[src/shared/strap_defaults_pkg.sv]
// Constants for the PHY A and Port 1 strap default loader.
// Contract
// [RQ1] Auto-negotiation enable resets from its strap, one for internal PHY, else zero.
// [RQ2] Auto-negotiation strap shapes speed, duplex, 10BASE-T advertise and mode defaults.
// [RQ3] In fiber mode the auto-negotiation and speed straps leave defaults untouched.
// [RQ4] Speed strap defaults to one; shapes speed, 10BASE-T advertise and mode defaults.
// [RQ5] Speed strap shapes the Port 1 virtual partner ability bits.
// [RQ6] Port 1 falls back to the strapped speed when virtual negotiation fails.
// [RQ7] In RMII MAC mode the polarity strap sets how the speed pin reads.
// [RQ8] Speed and speed polarity straps share one storage bit and one EEPROM bit.
// [RQ9] Duplex strap defaults to one; shapes duplex, 10BASE-T full and mode defaults.
// [RQ10] Straps are captured when power-on or pin reset is released.
// [RQ11] Values loaded from a present EEPROM replace the latched strap values.
// [RQ12] Digital reset or reload without EEPROM reverts to latched values, no resampling.
// [RQ13] Strap values act only as defaults; software writes hold until next reload.
package strap_defaults_pkg;
	// Register byte offsets.
	localparam logic [7:0] ADR_BCTL  = 8'h00;
	localparam logic [7:0] ADR_ADV   = 8'h04;
	localparam logic [7:0] ADR_SMODE = 8'h08;
	localparam logic [7:0] ADR_VPART = 8'h0C;
	localparam logic [7:0] ADR_CTRL  = 8'h10;
	localparam logic [7:0] ADR_STAT  = 8'h14;
	// Field positions inside the registers.
	localparam int BC_AN_BIT   = 12;
	localparam int BC_SPD_BIT  = 13;
	localparam int BC_DPX_BIT  = 8;
	localparam int ADV_FD_BIT  = 6;
	localparam int ADV_HD_BIT  = 5;
	localparam int SM_MODE_LSB = 5;
	localparam int VP_LSB      = 5;
	localparam int CT_DRST_BIT = 0;
	localparam int CT_RLD_BIT  = 1;
	// Bit order of the EEPROM strap word.
	localparam int EE_AN_BIT  = 0;
	localparam int EE_SPD_BIT = 1;
	localparam int EE_DPX_BIT = 2;
	// Tie-off strap values.
	localparam logic SPD_DEF = 1'b1;
	localparam logic DPX_DEF = 1'b1;
	// PHY mode field codes.
	localparam logic [2:0] MODE_ALL = 3'h7;
	localparam logic [2:0] MODE_FX  = 3'h4;
endpackage : strap_defaults_pkg

[src/hdl/phy_port_strap_defaults.sv]
// Strap capture and register default loader for PHY A and Port 1.
`timescale 1ns/1ps
module phy_port_strap_defaults (
	// Clock and reset.
	input  wire logic        clk_i,
	input  wire logic        rst_i,
	// Wishbone classic slave.
	input  wire logic        wb_cyc_i,
	input  wire logic        wb_stb_i,
	input  wire logic        wb_we_i,
	input  wire logic [7:0]  wb_adr_i,
	input  wire logic [31:0] wb_dat_i,
	input  wire logic [3:0]  wb_sel_i,
	output logic      [31:0] wb_dat_o,
	output logic             wb_ack_o,
	// Strap source and EEPROM loader.
	input  wire logic        port1_internal_phy_select_i,
	input  wire logic        eeprom_present_i,
	input  wire logic        eeprom_load_i,
	input  wire logic [2:0]  eeprom_strap_i,
	// PHY A media.
	input  wire logic        phya_fiber_i,
	// Port 1 speed sources.
	input  wire logic        rmii_mac_mode_i,
	input  wire logic        port1_speed_pin_i,
	input  wire logic        vanego_fail_i,
	input  wire logic        vanego_speed_100_i,
	// PHY A register defaults.
	output logic             phya_autoneg_enable_bit_o,
	output logic             phya_speed_select_lsb_o,
	output logic             phya_duplex_bit_o,
	output logic             phya_adv_10fd_o,
	output logic             phya_adv_10hd_o,
	output logic      [2:0]  phya_mode_o,
	// Port 1 virtual PHY and speed.
	output logic      [3:0]  vphy_partner_ability_o,
	output logic             port1_speed_100_o
);
	import strap_defaults_pkg::*;

	// Strap storage and capture state.
	logic       cap_q, cap_d;
	logic       lat_an_q, lat_an_d;
	logic       an_q, an_d;
	logic       spd_q, spd_d;
	logic       dpx_q, dpx_d;
	logic       apply_q, apply_d;
	// Register fields.
	logic       b_an_q, b_an_d;
	logic       b_spd_q, b_spd_d;
	logic       b_dpx_q, b_dpx_d;
	logic       adv_fd_q, adv_fd_d;
	logic       adv_hd_q, adv_hd_d;
	logic [2:0] mode_q, mode_d;
	logic [3:0] vp_q, vp_d;
	logic       p1_100_q, p1_100_d;
	// Bus state.
	logic        ack_q, ack_d;
	logic [31:0] dat_q, dat_d;
	// Decode helpers.
	logic        req, wr, wr_ctrl, revert;
	logic [31:0] mask, cur, nw;

	// Assembles the read word of one register.
	function automatic logic [31:0] rd_word(input logic [7:0] a);
		logic [31:0] w;
		w = 32'h0;
		case (a)
			ADR_BCTL: begin
				w[BC_AN_BIT]  = b_an_q;
				w[BC_SPD_BIT] = b_spd_q;
				w[BC_DPX_BIT] = b_dpx_q;
			end
			ADR_ADV: begin
				w[ADV_FD_BIT] = adv_fd_q;
				w[ADV_HD_BIT] = adv_hd_q;
			end
			ADR_SMODE: w[SM_MODE_LSB +: 3] = mode_q;
			ADR_VPART: w[VP_LSB +: 4] = vp_q;
			ADR_STAT:  w[4:0] = {p1_100_q, lat_an_q, dpx_q, spd_q, an_q};
			default:   w = 32'h0;
		endcase
		return w;
	endfunction : rd_word

	// A request is taken in the cycle before ack; the master holds it until then.
	assign req     = wb_cyc_i & wb_stb_i & ~ack_q;
	assign wr      = req & wb_we_i;
	assign wr_ctrl = wr & (wb_adr_i == ADR_CTRL) & wb_sel_i[0];
	// [RQ12] Revert on reset or reload.
	assign revert  = wr_ctrl & ~eeprom_present_i &
		(wb_dat_i[CT_DRST_BIT] | wb_dat_i[CT_RLD_BIT]);
	assign mask    = {{8{wb_sel_i[3]}}, {8{wb_sel_i[2]}}, {8{wb_sel_i[1]}}, {8{wb_sel_i[0]}}};
	assign nw      = (cur & ~mask) | (wb_dat_i & mask);

	// Read word of the addressed register; a process, so that field changes wake it too.
	always_comb begin
		cur = rd_word(wb_adr_i);
	end

	// Strap capture, EEPROM override and revert; capture has the highest priority.
	always_comb begin
		cap_d    = 1'b0;
		lat_an_d = lat_an_q;
		an_d     = an_q;
		spd_d    = spd_q;
		dpx_d    = dpx_q;
		apply_d  = 1'b0;
		if (cap_q) begin
			// [RQ10] Capture at release.
			lat_an_d = port1_internal_phy_select_i;
			// [RQ1] Autoneg strap from select.
			an_d     = port1_internal_phy_select_i;
			// [RQ4] Speed tie-off default.
			spd_d    = SPD_DEF;
			// [RQ9] Duplex tie-off default.
			dpx_d    = DPX_DEF;
			apply_d  = 1'b1;
		end else if (eeprom_load_i) begin
			// [RQ11] EEPROM replaces straps.
			an_d     = eeprom_strap_i[EE_AN_BIT];
			// [RQ8] Shared speed bit.
			spd_d    = eeprom_strap_i[EE_SPD_BIT];
			dpx_d    = eeprom_strap_i[EE_DPX_BIT];
			apply_d  = 1'b1;
		end else if (revert) begin
			// [RQ12] Latched values, no resampling.
			an_d     = lat_an_q;
			spd_d    = SPD_DEF;
			dpx_d    = DPX_DEF;
			apply_d  = 1'b1;
		end
	end

	// Register fields: defaults load one cycle after the straps change.
	// A default load beats a software write in the same cycle, as a reset would.
	always_comb begin
		b_an_d   = b_an_q;
		b_spd_d  = b_spd_q;
		b_dpx_d  = b_dpx_q;
		adv_fd_d = adv_fd_q;
		adv_hd_d = adv_hd_q;
		mode_d   = mode_q;
		vp_d     = vp_q;
		if (apply_q) begin
			// [RQ3] Fiber ignores autoneg and speed.
			if (phya_fiber_i) begin
				b_an_d   = 1'b0;
				b_spd_d  = 1'b1;
				b_dpx_d  = dpx_q;
				adv_fd_d = 1'b0;
				adv_hd_d = 1'b0;
				mode_d   = MODE_FX;
			end else begin
				// [RQ1] Autoneg enable default.
				b_an_d   = an_q;
				// [RQ2] Autoneg shapes the rest.
				b_spd_d  = an_q | spd_q;
				// [RQ9] Duplex bit default.
				b_dpx_d  = dpx_q & ~an_q;
				// [RQ4] Speed shapes advertise.
				adv_fd_d = dpx_q & (an_q | ~spd_q);
				adv_hd_d = an_q | ~spd_q;
				// [RQ2] Mode field default.
				mode_d   = an_q ? MODE_ALL : {1'b0, spd_q, dpx_q};
			end
			// [RQ5] Partner ability from speed.
			vp_d = {spd_q & dpx_q, spd_q, ~spd_q & dpx_q, ~spd_q};
		end else if (wr) begin
			// [RQ13] Software writes, lost to a default load in the same cycle.
			case (wb_adr_i)
				ADR_BCTL: begin
					b_an_d  = nw[BC_AN_BIT];
					b_spd_d = nw[BC_SPD_BIT];
					b_dpx_d = nw[BC_DPX_BIT];
				end
				ADR_ADV: begin
					adv_fd_d = nw[ADV_FD_BIT];
					adv_hd_d = nw[ADV_HD_BIT];
				end
				ADR_SMODE: mode_d = nw[SM_MODE_LSB +: 3];
				ADR_VPART: vp_d   = nw[VP_LSB +: 4];
				default: begin
				end
			endcase
		end
	end

	// Port 1 speed: the pin in RMII MAC mode, else negotiation with strap fallback.
	always_comb begin
		if (rmii_mac_mode_i) begin
			// [RQ7] Polarity from shared bit.
			p1_100_d = ~(port1_speed_pin_i ^ spd_q);
		end else if (vanego_fail_i) begin
			// [RQ6] Fallback to strap.
			p1_100_d = spd_q;
		end else begin
			p1_100_d = vanego_speed_100_i;
		end
	end

	// Bus answer: every access acks one cycle later; unmapped reads give zero.
	always_comb begin
		ack_d = req;
		dat_d = (req & ~wb_we_i) ? cur : 32'h0;
	end

	// All state registers; the control word is write-only and reads as zero.
	always_ff @(posedge clk_i) begin
		if (rst_i) begin
			cap_q    <= 1'b1;
			lat_an_q <= 1'b0;
			an_q     <= 1'b0;
			spd_q    <= SPD_DEF;
			dpx_q    <= DPX_DEF;
			apply_q  <= 1'b0;
			b_an_q   <= 1'b0;
			b_spd_q  <= 1'b0;
			b_dpx_q  <= 1'b0;
			adv_fd_q <= 1'b0;
			adv_hd_q <= 1'b0;
			mode_q   <= 3'h0;
			vp_q     <= 4'h0;
			p1_100_q <= 1'b0;
			ack_q    <= 1'b0;
			dat_q    <= 32'h0;
		end else begin
			cap_q    <= cap_d;
			lat_an_q <= lat_an_d;
			an_q     <= an_d;
			spd_q    <= spd_d;
			dpx_q    <= dpx_d;
			apply_q  <= apply_d;
			b_an_q   <= b_an_d;
			b_spd_q  <= b_spd_d;
			b_dpx_q  <= b_dpx_d;
			adv_fd_q <= adv_fd_d;
			adv_hd_q <= adv_hd_d;
			mode_q   <= mode_d;
			vp_q     <= vp_d;
			p1_100_q <= p1_100_d;
			ack_q    <= ack_d;
			dat_q    <= dat_d;
		end
	end

	// Outputs straight from flip-flops.
	assign wb_dat_o                  = dat_q;
	assign wb_ack_o                  = ack_q;
	assign phya_autoneg_enable_bit_o = b_an_q;
	assign phya_speed_select_lsb_o   = b_spd_q;
	assign phya_duplex_bit_o         = b_dpx_q;
	assign phya_adv_10fd_o           = adv_fd_q;
	assign phya_adv_10hd_o           = adv_hd_q;
	assign phya_mode_o               = mode_q;
	assign vphy_partner_ability_o    = vp_q;
	assign port1_speed_100_o         = p1_100_q;
endmodule : phy_port_strap_defaults

[config.mk]
export PLATFORM = sky130hd
export DESIGN_NAME = phy_port_strap_defaults
export DESIGN_NICKNAME = d
export VERILOG_FILES = /design/src/shared/strap_defaults_pkg.sv /design/src/hdl/phy_port_strap_defaults.sv
export SDC_FILE = /design/constraint.sdc
export NUM_CORES = 1
export LEC_CHECK = 0
export ABC_AREA = 0
export BUFFER_PORTS_ARGS = -buffer_cell sky130_fd_sc_hd__buf_2
export CAP_MARGIN = 20
export CORE_MARGIN = 4
export CORE_UTILIZATION = 35
export CTS_CLUSTER_SIZE = 28
export DETAILED_ROUTE_END_ITERATION = 10
export PLACE_DENSITY = 0.78
export SLEW_MARGIN = 20
export SYNTH_ARGS = -nofsm -noshare
export SYNTH_HDL_FRONTEND = slang
export SYNTH_SLANG_ARGS = --single-unit
export TNS_END_PERCENT = 30
[constraint.sdc]
create_clock -name clk_i -period 1.8 [get_ports clk_i]
set_input_delay 0.36 -clock clk_i [delete_from_list [all_inputs] [get_ports clk_i]]
set_output_delay 0.36 -clock clk_i [all_outputs]
set_load 0.01 [all_outputs]
# ---- After elaboration in Yosys (flattened, before gate mapping)
# Index checks and enable logic that the tools add are counted.
dict set report totals {
  word_cells 108
  mem_count 0
  latch_bits 0
  output_inout_bits 46
  rom_bits 0
  reg_bits 52
  ram_bits 0
}
dict set report op_classes {
  eq_ne 5
  add_sub_neg 0
  n_bitwise 27
  n_shift 0
  n_mux 45
  n_reduce_logical 14
  n_mul 0
  magnitude_cmp 0
  div 0
}
# operator count
set ops {}
lappend ops {{1-bit two-way mux} 32}
lappend ops {{14-bit AND} 2}
lappend ops {{8-bit by 4-bit equality test with 1-bit output, second input constant} 2}
lappend ops {{8-bit by 5-bit equality test with 1-bit output, second input constant} 2}
lappend ops {{3-bit two-way mux} 5}
lappend ops {{14-bit NOT} 1}
lappend ops {{14-bit bitwise OR} 1}
lappend ops {{1-bit AND} 12}
lappend ops {{4-bit two-way mux} 3}
lappend ops {{2-bit nonzero test} 6}
lappend ops {{8-bit by 3-bit equality test with 1-bit output, second input constant} 1}
lappend ops {{8-bit zero test} 1}
lappend ops {{2-bit AND reduction} 4}
lappend ops {{1-bit NOT} 7}
lappend ops {{2-bit one-hot mux with 3 select lines} 1}
lappend ops {{5-bit two-way mux} 1}
lappend ops {{1-bit one-hot mux with 2 select lines} 2}
lappend ops {{2-bit OR reduction} 2}
lappend ops {{1-bit bitwise OR} 3}
lappend ops {{3-bit nonzero test} 1}
lappend ops {{2-bit two-way mux} 1}
lappend ops {{1-bit bitwise XOR} 1}

# ---- Logic depth before layout (Yosys ltp)
dict set report depth {
  word_depth 10
  depth_mapped 5
}

# ---- Least setup slack after synthesis
# OpenSTA, ideal clock, no wires.
dict set report synth_path {
  path_kind {input port to flip-flop}
  start {in wb_adr_i[4]}
  end {reg adv_fd_q, in the netlist phya_adv_10fd_o}
  required_time_ns 1.670
  slack_ns -0.034
  stages 5
  arrival_ns 1.704
  path_buffers 1
  setup_ns 0.130
  cell_sequence {or4_4 > buf_6 > o41a_1 > a211oi_2 > nor3_2}
}
dict set report synth_via {
  elab_chain_cells 7
  word_cells_on_any_way 11
  classes_between {eq/ne: 3; mux: 4; bitwise: 2; reduce/logical: 2}
}
# element line_no
set synth_rtl {}
lappend synth_rtl {{from (decl)} phy_port_strap_defaults.sv:11} ;# input wire logic [7:0] wb_adr_i,
lappend synth_rtl {{8-bit by 4-bit equality test with 1-bit output or 8-bit by 3-bit equality test with 1-bit output (tied branches)} {phy_port_strap_defaults.sv:68, phy_port_strap_defaults.sv:171}}
lappend synth_rtl {{2-bit one-hot mux with 3 select lines} phy_port_strap_defaults.sv:68} ;# case (a)
lappend synth_rtl {{14-bit AND} phy_port_strap_defaults.sv:94} ;# assign nw = (cur & ~mask) | (wb_dat_i & mask);
lappend synth_rtl {{14-bit bitwise OR} phy_port_strap_defaults.sv:94}
lappend synth_rtl {{1-bit two-way mux} phy_port_strap_defaults.sv:171} ;# case (wb_adr_i)
lappend synth_rtl {{1-bit two-way mux} phy_port_strap_defaults.sv:169} ;# end else if (wr) begin
lappend synth_rtl {{1-bit two-way mux} phy_port_strap_defaults.sv:145} ;# if (apply_q) begin
lappend synth_rtl {{to (signal assigned)} phy_port_strap_defaults.sv:237} ;# adv_fd_q <= adv_fd_d;
lappend synth_rtl {{to (decl)} phy_port_strap_defaults.sv:52} ;# logic adv_fd_q, adv_fd_d;
# Several ways; a longest one is shown, not always the timed one. The select of a mux whose other input is x is not followed.
# A chain may end at the register's enable or synchronous reset.

# ---- Final worst setup path
dict set report layout_path {
  start {in wb_adr_i[4]}
  end {reg mode_q[2], in the netlist phya_mode_o[2]}
}
dict set report layout_via {
  elab_chain_cells 7
  word_cells_on_any_way 10
  classes_between {eq/ne: 2; mux: 4; bitwise: 2; reduce/logical: 2}
}
# element line_no
set layout_rtl {}
lappend layout_rtl {{8-bit by 4-bit equality test with 1-bit output, on equally long branches} {phy_port_strap_defaults.sv:68, phy_port_strap_defaults.sv:171}}
lappend layout_rtl {{1-bit one-hot mux with 2 select lines} phy_port_strap_defaults.sv:68}
lappend layout_rtl {{14-bit AND} phy_port_strap_defaults.sv:94}
lappend layout_rtl {{14-bit bitwise OR} phy_port_strap_defaults.sv:94}
lappend layout_rtl {{3-bit two-way mux} phy_port_strap_defaults.sv:171}
lappend layout_rtl {{3-bit two-way mux} phy_port_strap_defaults.sv:169}
lappend layout_rtl {{3-bit two-way mux} phy_port_strap_defaults.sv:145}
lappend layout_rtl {{to (signal assigned)} phy_port_strap_defaults.sv:239} ;# mode_q <= mode_d;
lappend layout_rtl {{to (decl)} phy_port_strap_defaults.sv:54} ;# logic [2:0] mode_q, mode_d;
# Several ways; a longest one is shown, not always the timed one. The select of a mux whose other input is x is not followed.

==> reports/results.ini <==
[setup_path]
crit_path_max_fanout = 6
crit_path_end_kind = register
cp.required_ns = 2.01
slowest_stage = or4_4
cp-start-kind = primary input
arrival_ns = 1.89
max_stage_delay_ns = 0.58
crit_type = primary input to register
cp_cell_sequence = buf_2 > or4_4 > buf_4 > o41ai_2 > nand3_1 > o2bb2ai_1
crit_family = simple AND/OR/NAND/NOR gates
critPathBufInv = 2

[clock_network]
clockRootBuffer = clkbuf_8
cts-htree-levels = 2
postCtsSetupBuffers = 0
clk_pin_slew_ns = 0.06
cts_tree = built
holdBufCountCts = 0
clock_latency_ns = 0.29
numCtsBuffers = 5
clk_path_buf_depth = 2
cts_resized = 0
numClockSinks = 31

[place]
dp_hpwl_mm = 3.592
place_congestion = 0.8288
port_buffers = 58

[die]
core_area_um2 = 4723
die_x_um = 77.68
die_h_um = 77.68
dieArea_um2 = 6033
initial_core_util_pct = 35.97
rows = 25
io_pins = 106

[route]
drt_wl_total_mm = 4.651
via_per_inst = 5.098
via_count = 1713
drt.antenna.violating_nets = 0
first_pass_iters = 5
detailedRoute.firstIterationViolations = 106
routedWlPerCell_um = 13.84
remaining_drc_errors = 0

[layout]
mostFrequentLayoutCells = buf_2 (58), dfxtp_1 (31), conb_1 (21)
area_growth_syn_to_layout_pct = 28.13
antenna_cells = 0
drive_gt1_share_pct = 34.94
nets = 329
fin_util_pct = 46.09
final_common_cell = buf_2
nFillCells = 460

[timing]
hold_violations = 0
slew_violations = 0
setup_viol = 0
clock.fmax_mhz = 597.1
period_share_pct = 93.04
rsz0062_at_grt = false
fin_tns_setup_ns = 0
clock_skew_ns = 0.007453
period_needed_ns = 1.675

[pwr]
ir_drop_uv = 253.9
p_per_area_nw_per_um2 = 719.0
power_leakage_nw = 1.014

[global_routing]
grt_pass1_vias = 1555
grt_max_degree = 17
grt_usage_pct = 15.17
grt-ovfl-total = 0
grt_pass1_wl_mm = 7.231
antenna_found_initial = 0

[status]
status = complete, no violations

[synthesis]
synth_area_leaders = dfxtp_1 (37%), buf_4 (9.3%), nor2_1 (3.8%), mux2i_1 (3.5%), o21ai_0 (2.7%)
ys_types = 58
netlist_area_um2 = 1699
syn_inst = 196
synth_warnings = 0
ys_seq_elements = 31
yosysSeqAreaShare_pct = 36.52
synth_ff_type = dfxtp_1
synth_edf_count = 0
syn_area_per_cell_um2 = 8.669
async_flop_share_pct = 0
synth_area_leader_cell = dfxtp_1
synth.top_cell.area_share_pct = 36.52

[flow_run]
drv_cap = 0

[min_path]
hold_path.class = primary input to register

==> stage by stage <==
stage	cell area (µm²)	instances	power [mW]	hold slack, ns	setup slack (ns)
final	2177	336	1.565	0.3146	0.1253
after detailed placement	2082	329	1.024	0.4457	-0.1958
after global placement	2082	329	1.018	0.4339	-0.1716
after CTS	2170	336	1.574	0.3097	0.09963
after global routing	2177	336	1.639	0.3309	0.04292
after floorplan	1774	216	0.9369	0.3877	-0.03227
==> power breakdown <==
group          internal (mW)  total, mW  switching, mW
sequential             0.715      0.742         0.0266
combinational          0.115      0.271          0.156
clock                  0.299      0.552          0.253
==> cell families (layout without fill, tap and decap cells) <==
logic type             after synthesis  in the layout  share of synthesized area (%)
DFF                                 31             31                          36.52
buffers and inverters               39             92                          13.84
other                                1             21                         0.2207
AOI/OAI and AO/OA                   51             51                          22.46
and+or+nand+nor                     67             67                          22.76
muxes                                7              7                          4.197
==> worst reg2reg max path: stages (launching register included) <==
cell and delay [ns]:
dfxtp_1 0.34, or4_1 0.64, nor4_1 0.31, buf_4 0.19, and2_1 0.12
==> layer usage <==
layer  global-route usage (%)  wire, µm  vias up  part of all wire (%)
met3                    5.800       478        9                    10
met2                    23.72      2175       77                    47
li1                         -         -      828                     -
met1                    18.90      1937      799                    42
met5                        0         0        -                     0
met4                    5.516        60        0                   1.3
==> state kept, by name, indices dropped and copies added (netlist names) <==
signal                     cells
an_q                           1
apply_q                        1
cap_q                          1
dpx_q                          1
lat_an_q                       1
phya_adv_10fd_o                1
phya_adv_10hd_o                1
phya_autoneg_enable_bit_o      1
phya_duplex_bit_o              1
phya_mode_o                    3
phya_speed_select_lsb_o        1
port1_speed_100_o              1
spd_q                          1
vphy_partner_ability_o         4
wb_ack_o                       1
wb_dat_o                      11
==> layout make-up <==
cell class / count / area [µm²] / share of cell area, %
Clock inverter: 1 / 5.005 / 0.2299
Sequential cell: 31 / 620.6 / 28.51
Tap cell: 67 / 83.83 / 3.851
Multi-Input combinational cell: 146 / 925.9 / 42.53
Inverter: 9 / 33.78 / 1.552
Timing Repair Buffer: 76 / 425.4 / 19.54
Clock buffer: 6 / 82.58 / 3.793
==> cells in the mapped netlist (all sizes together), types with 2 or more instances <==
cell type  count
a211oi         3
a21oi          6
a22oi          2
a311oi         2
a31oi          3
a32oi          2
and2           7
and3           3
buf           24
clkbuf         6
dfxtp         31
inv            8
mux2i          6
nand2         10
nand3          5
nor2          17
nor2b          2
nor3           3
nor4           4
nor4b          3
o211ai         2
o21ai         11
o2bb2ai        3
o31ai          2
o41ai          5
or3b           2
or4            2
==> path summary, 6_finish.rpt <==
path               endpoint  depth (start not counted)  slack, ns               from
max          phya_mode_o[2]                          6       0.13        wb_adr_i[4]
min                   spd_q                          3       0.31  eeprom_strap_i[1]
max reg2reg     wb_dat_o[4]                          4       0.15           wb_ack_o
min reg2reg     wb_dat_o[4]                          1       0.46  port1_speed_100_o
Note: power is estimated with default switching activity, not from simulation.
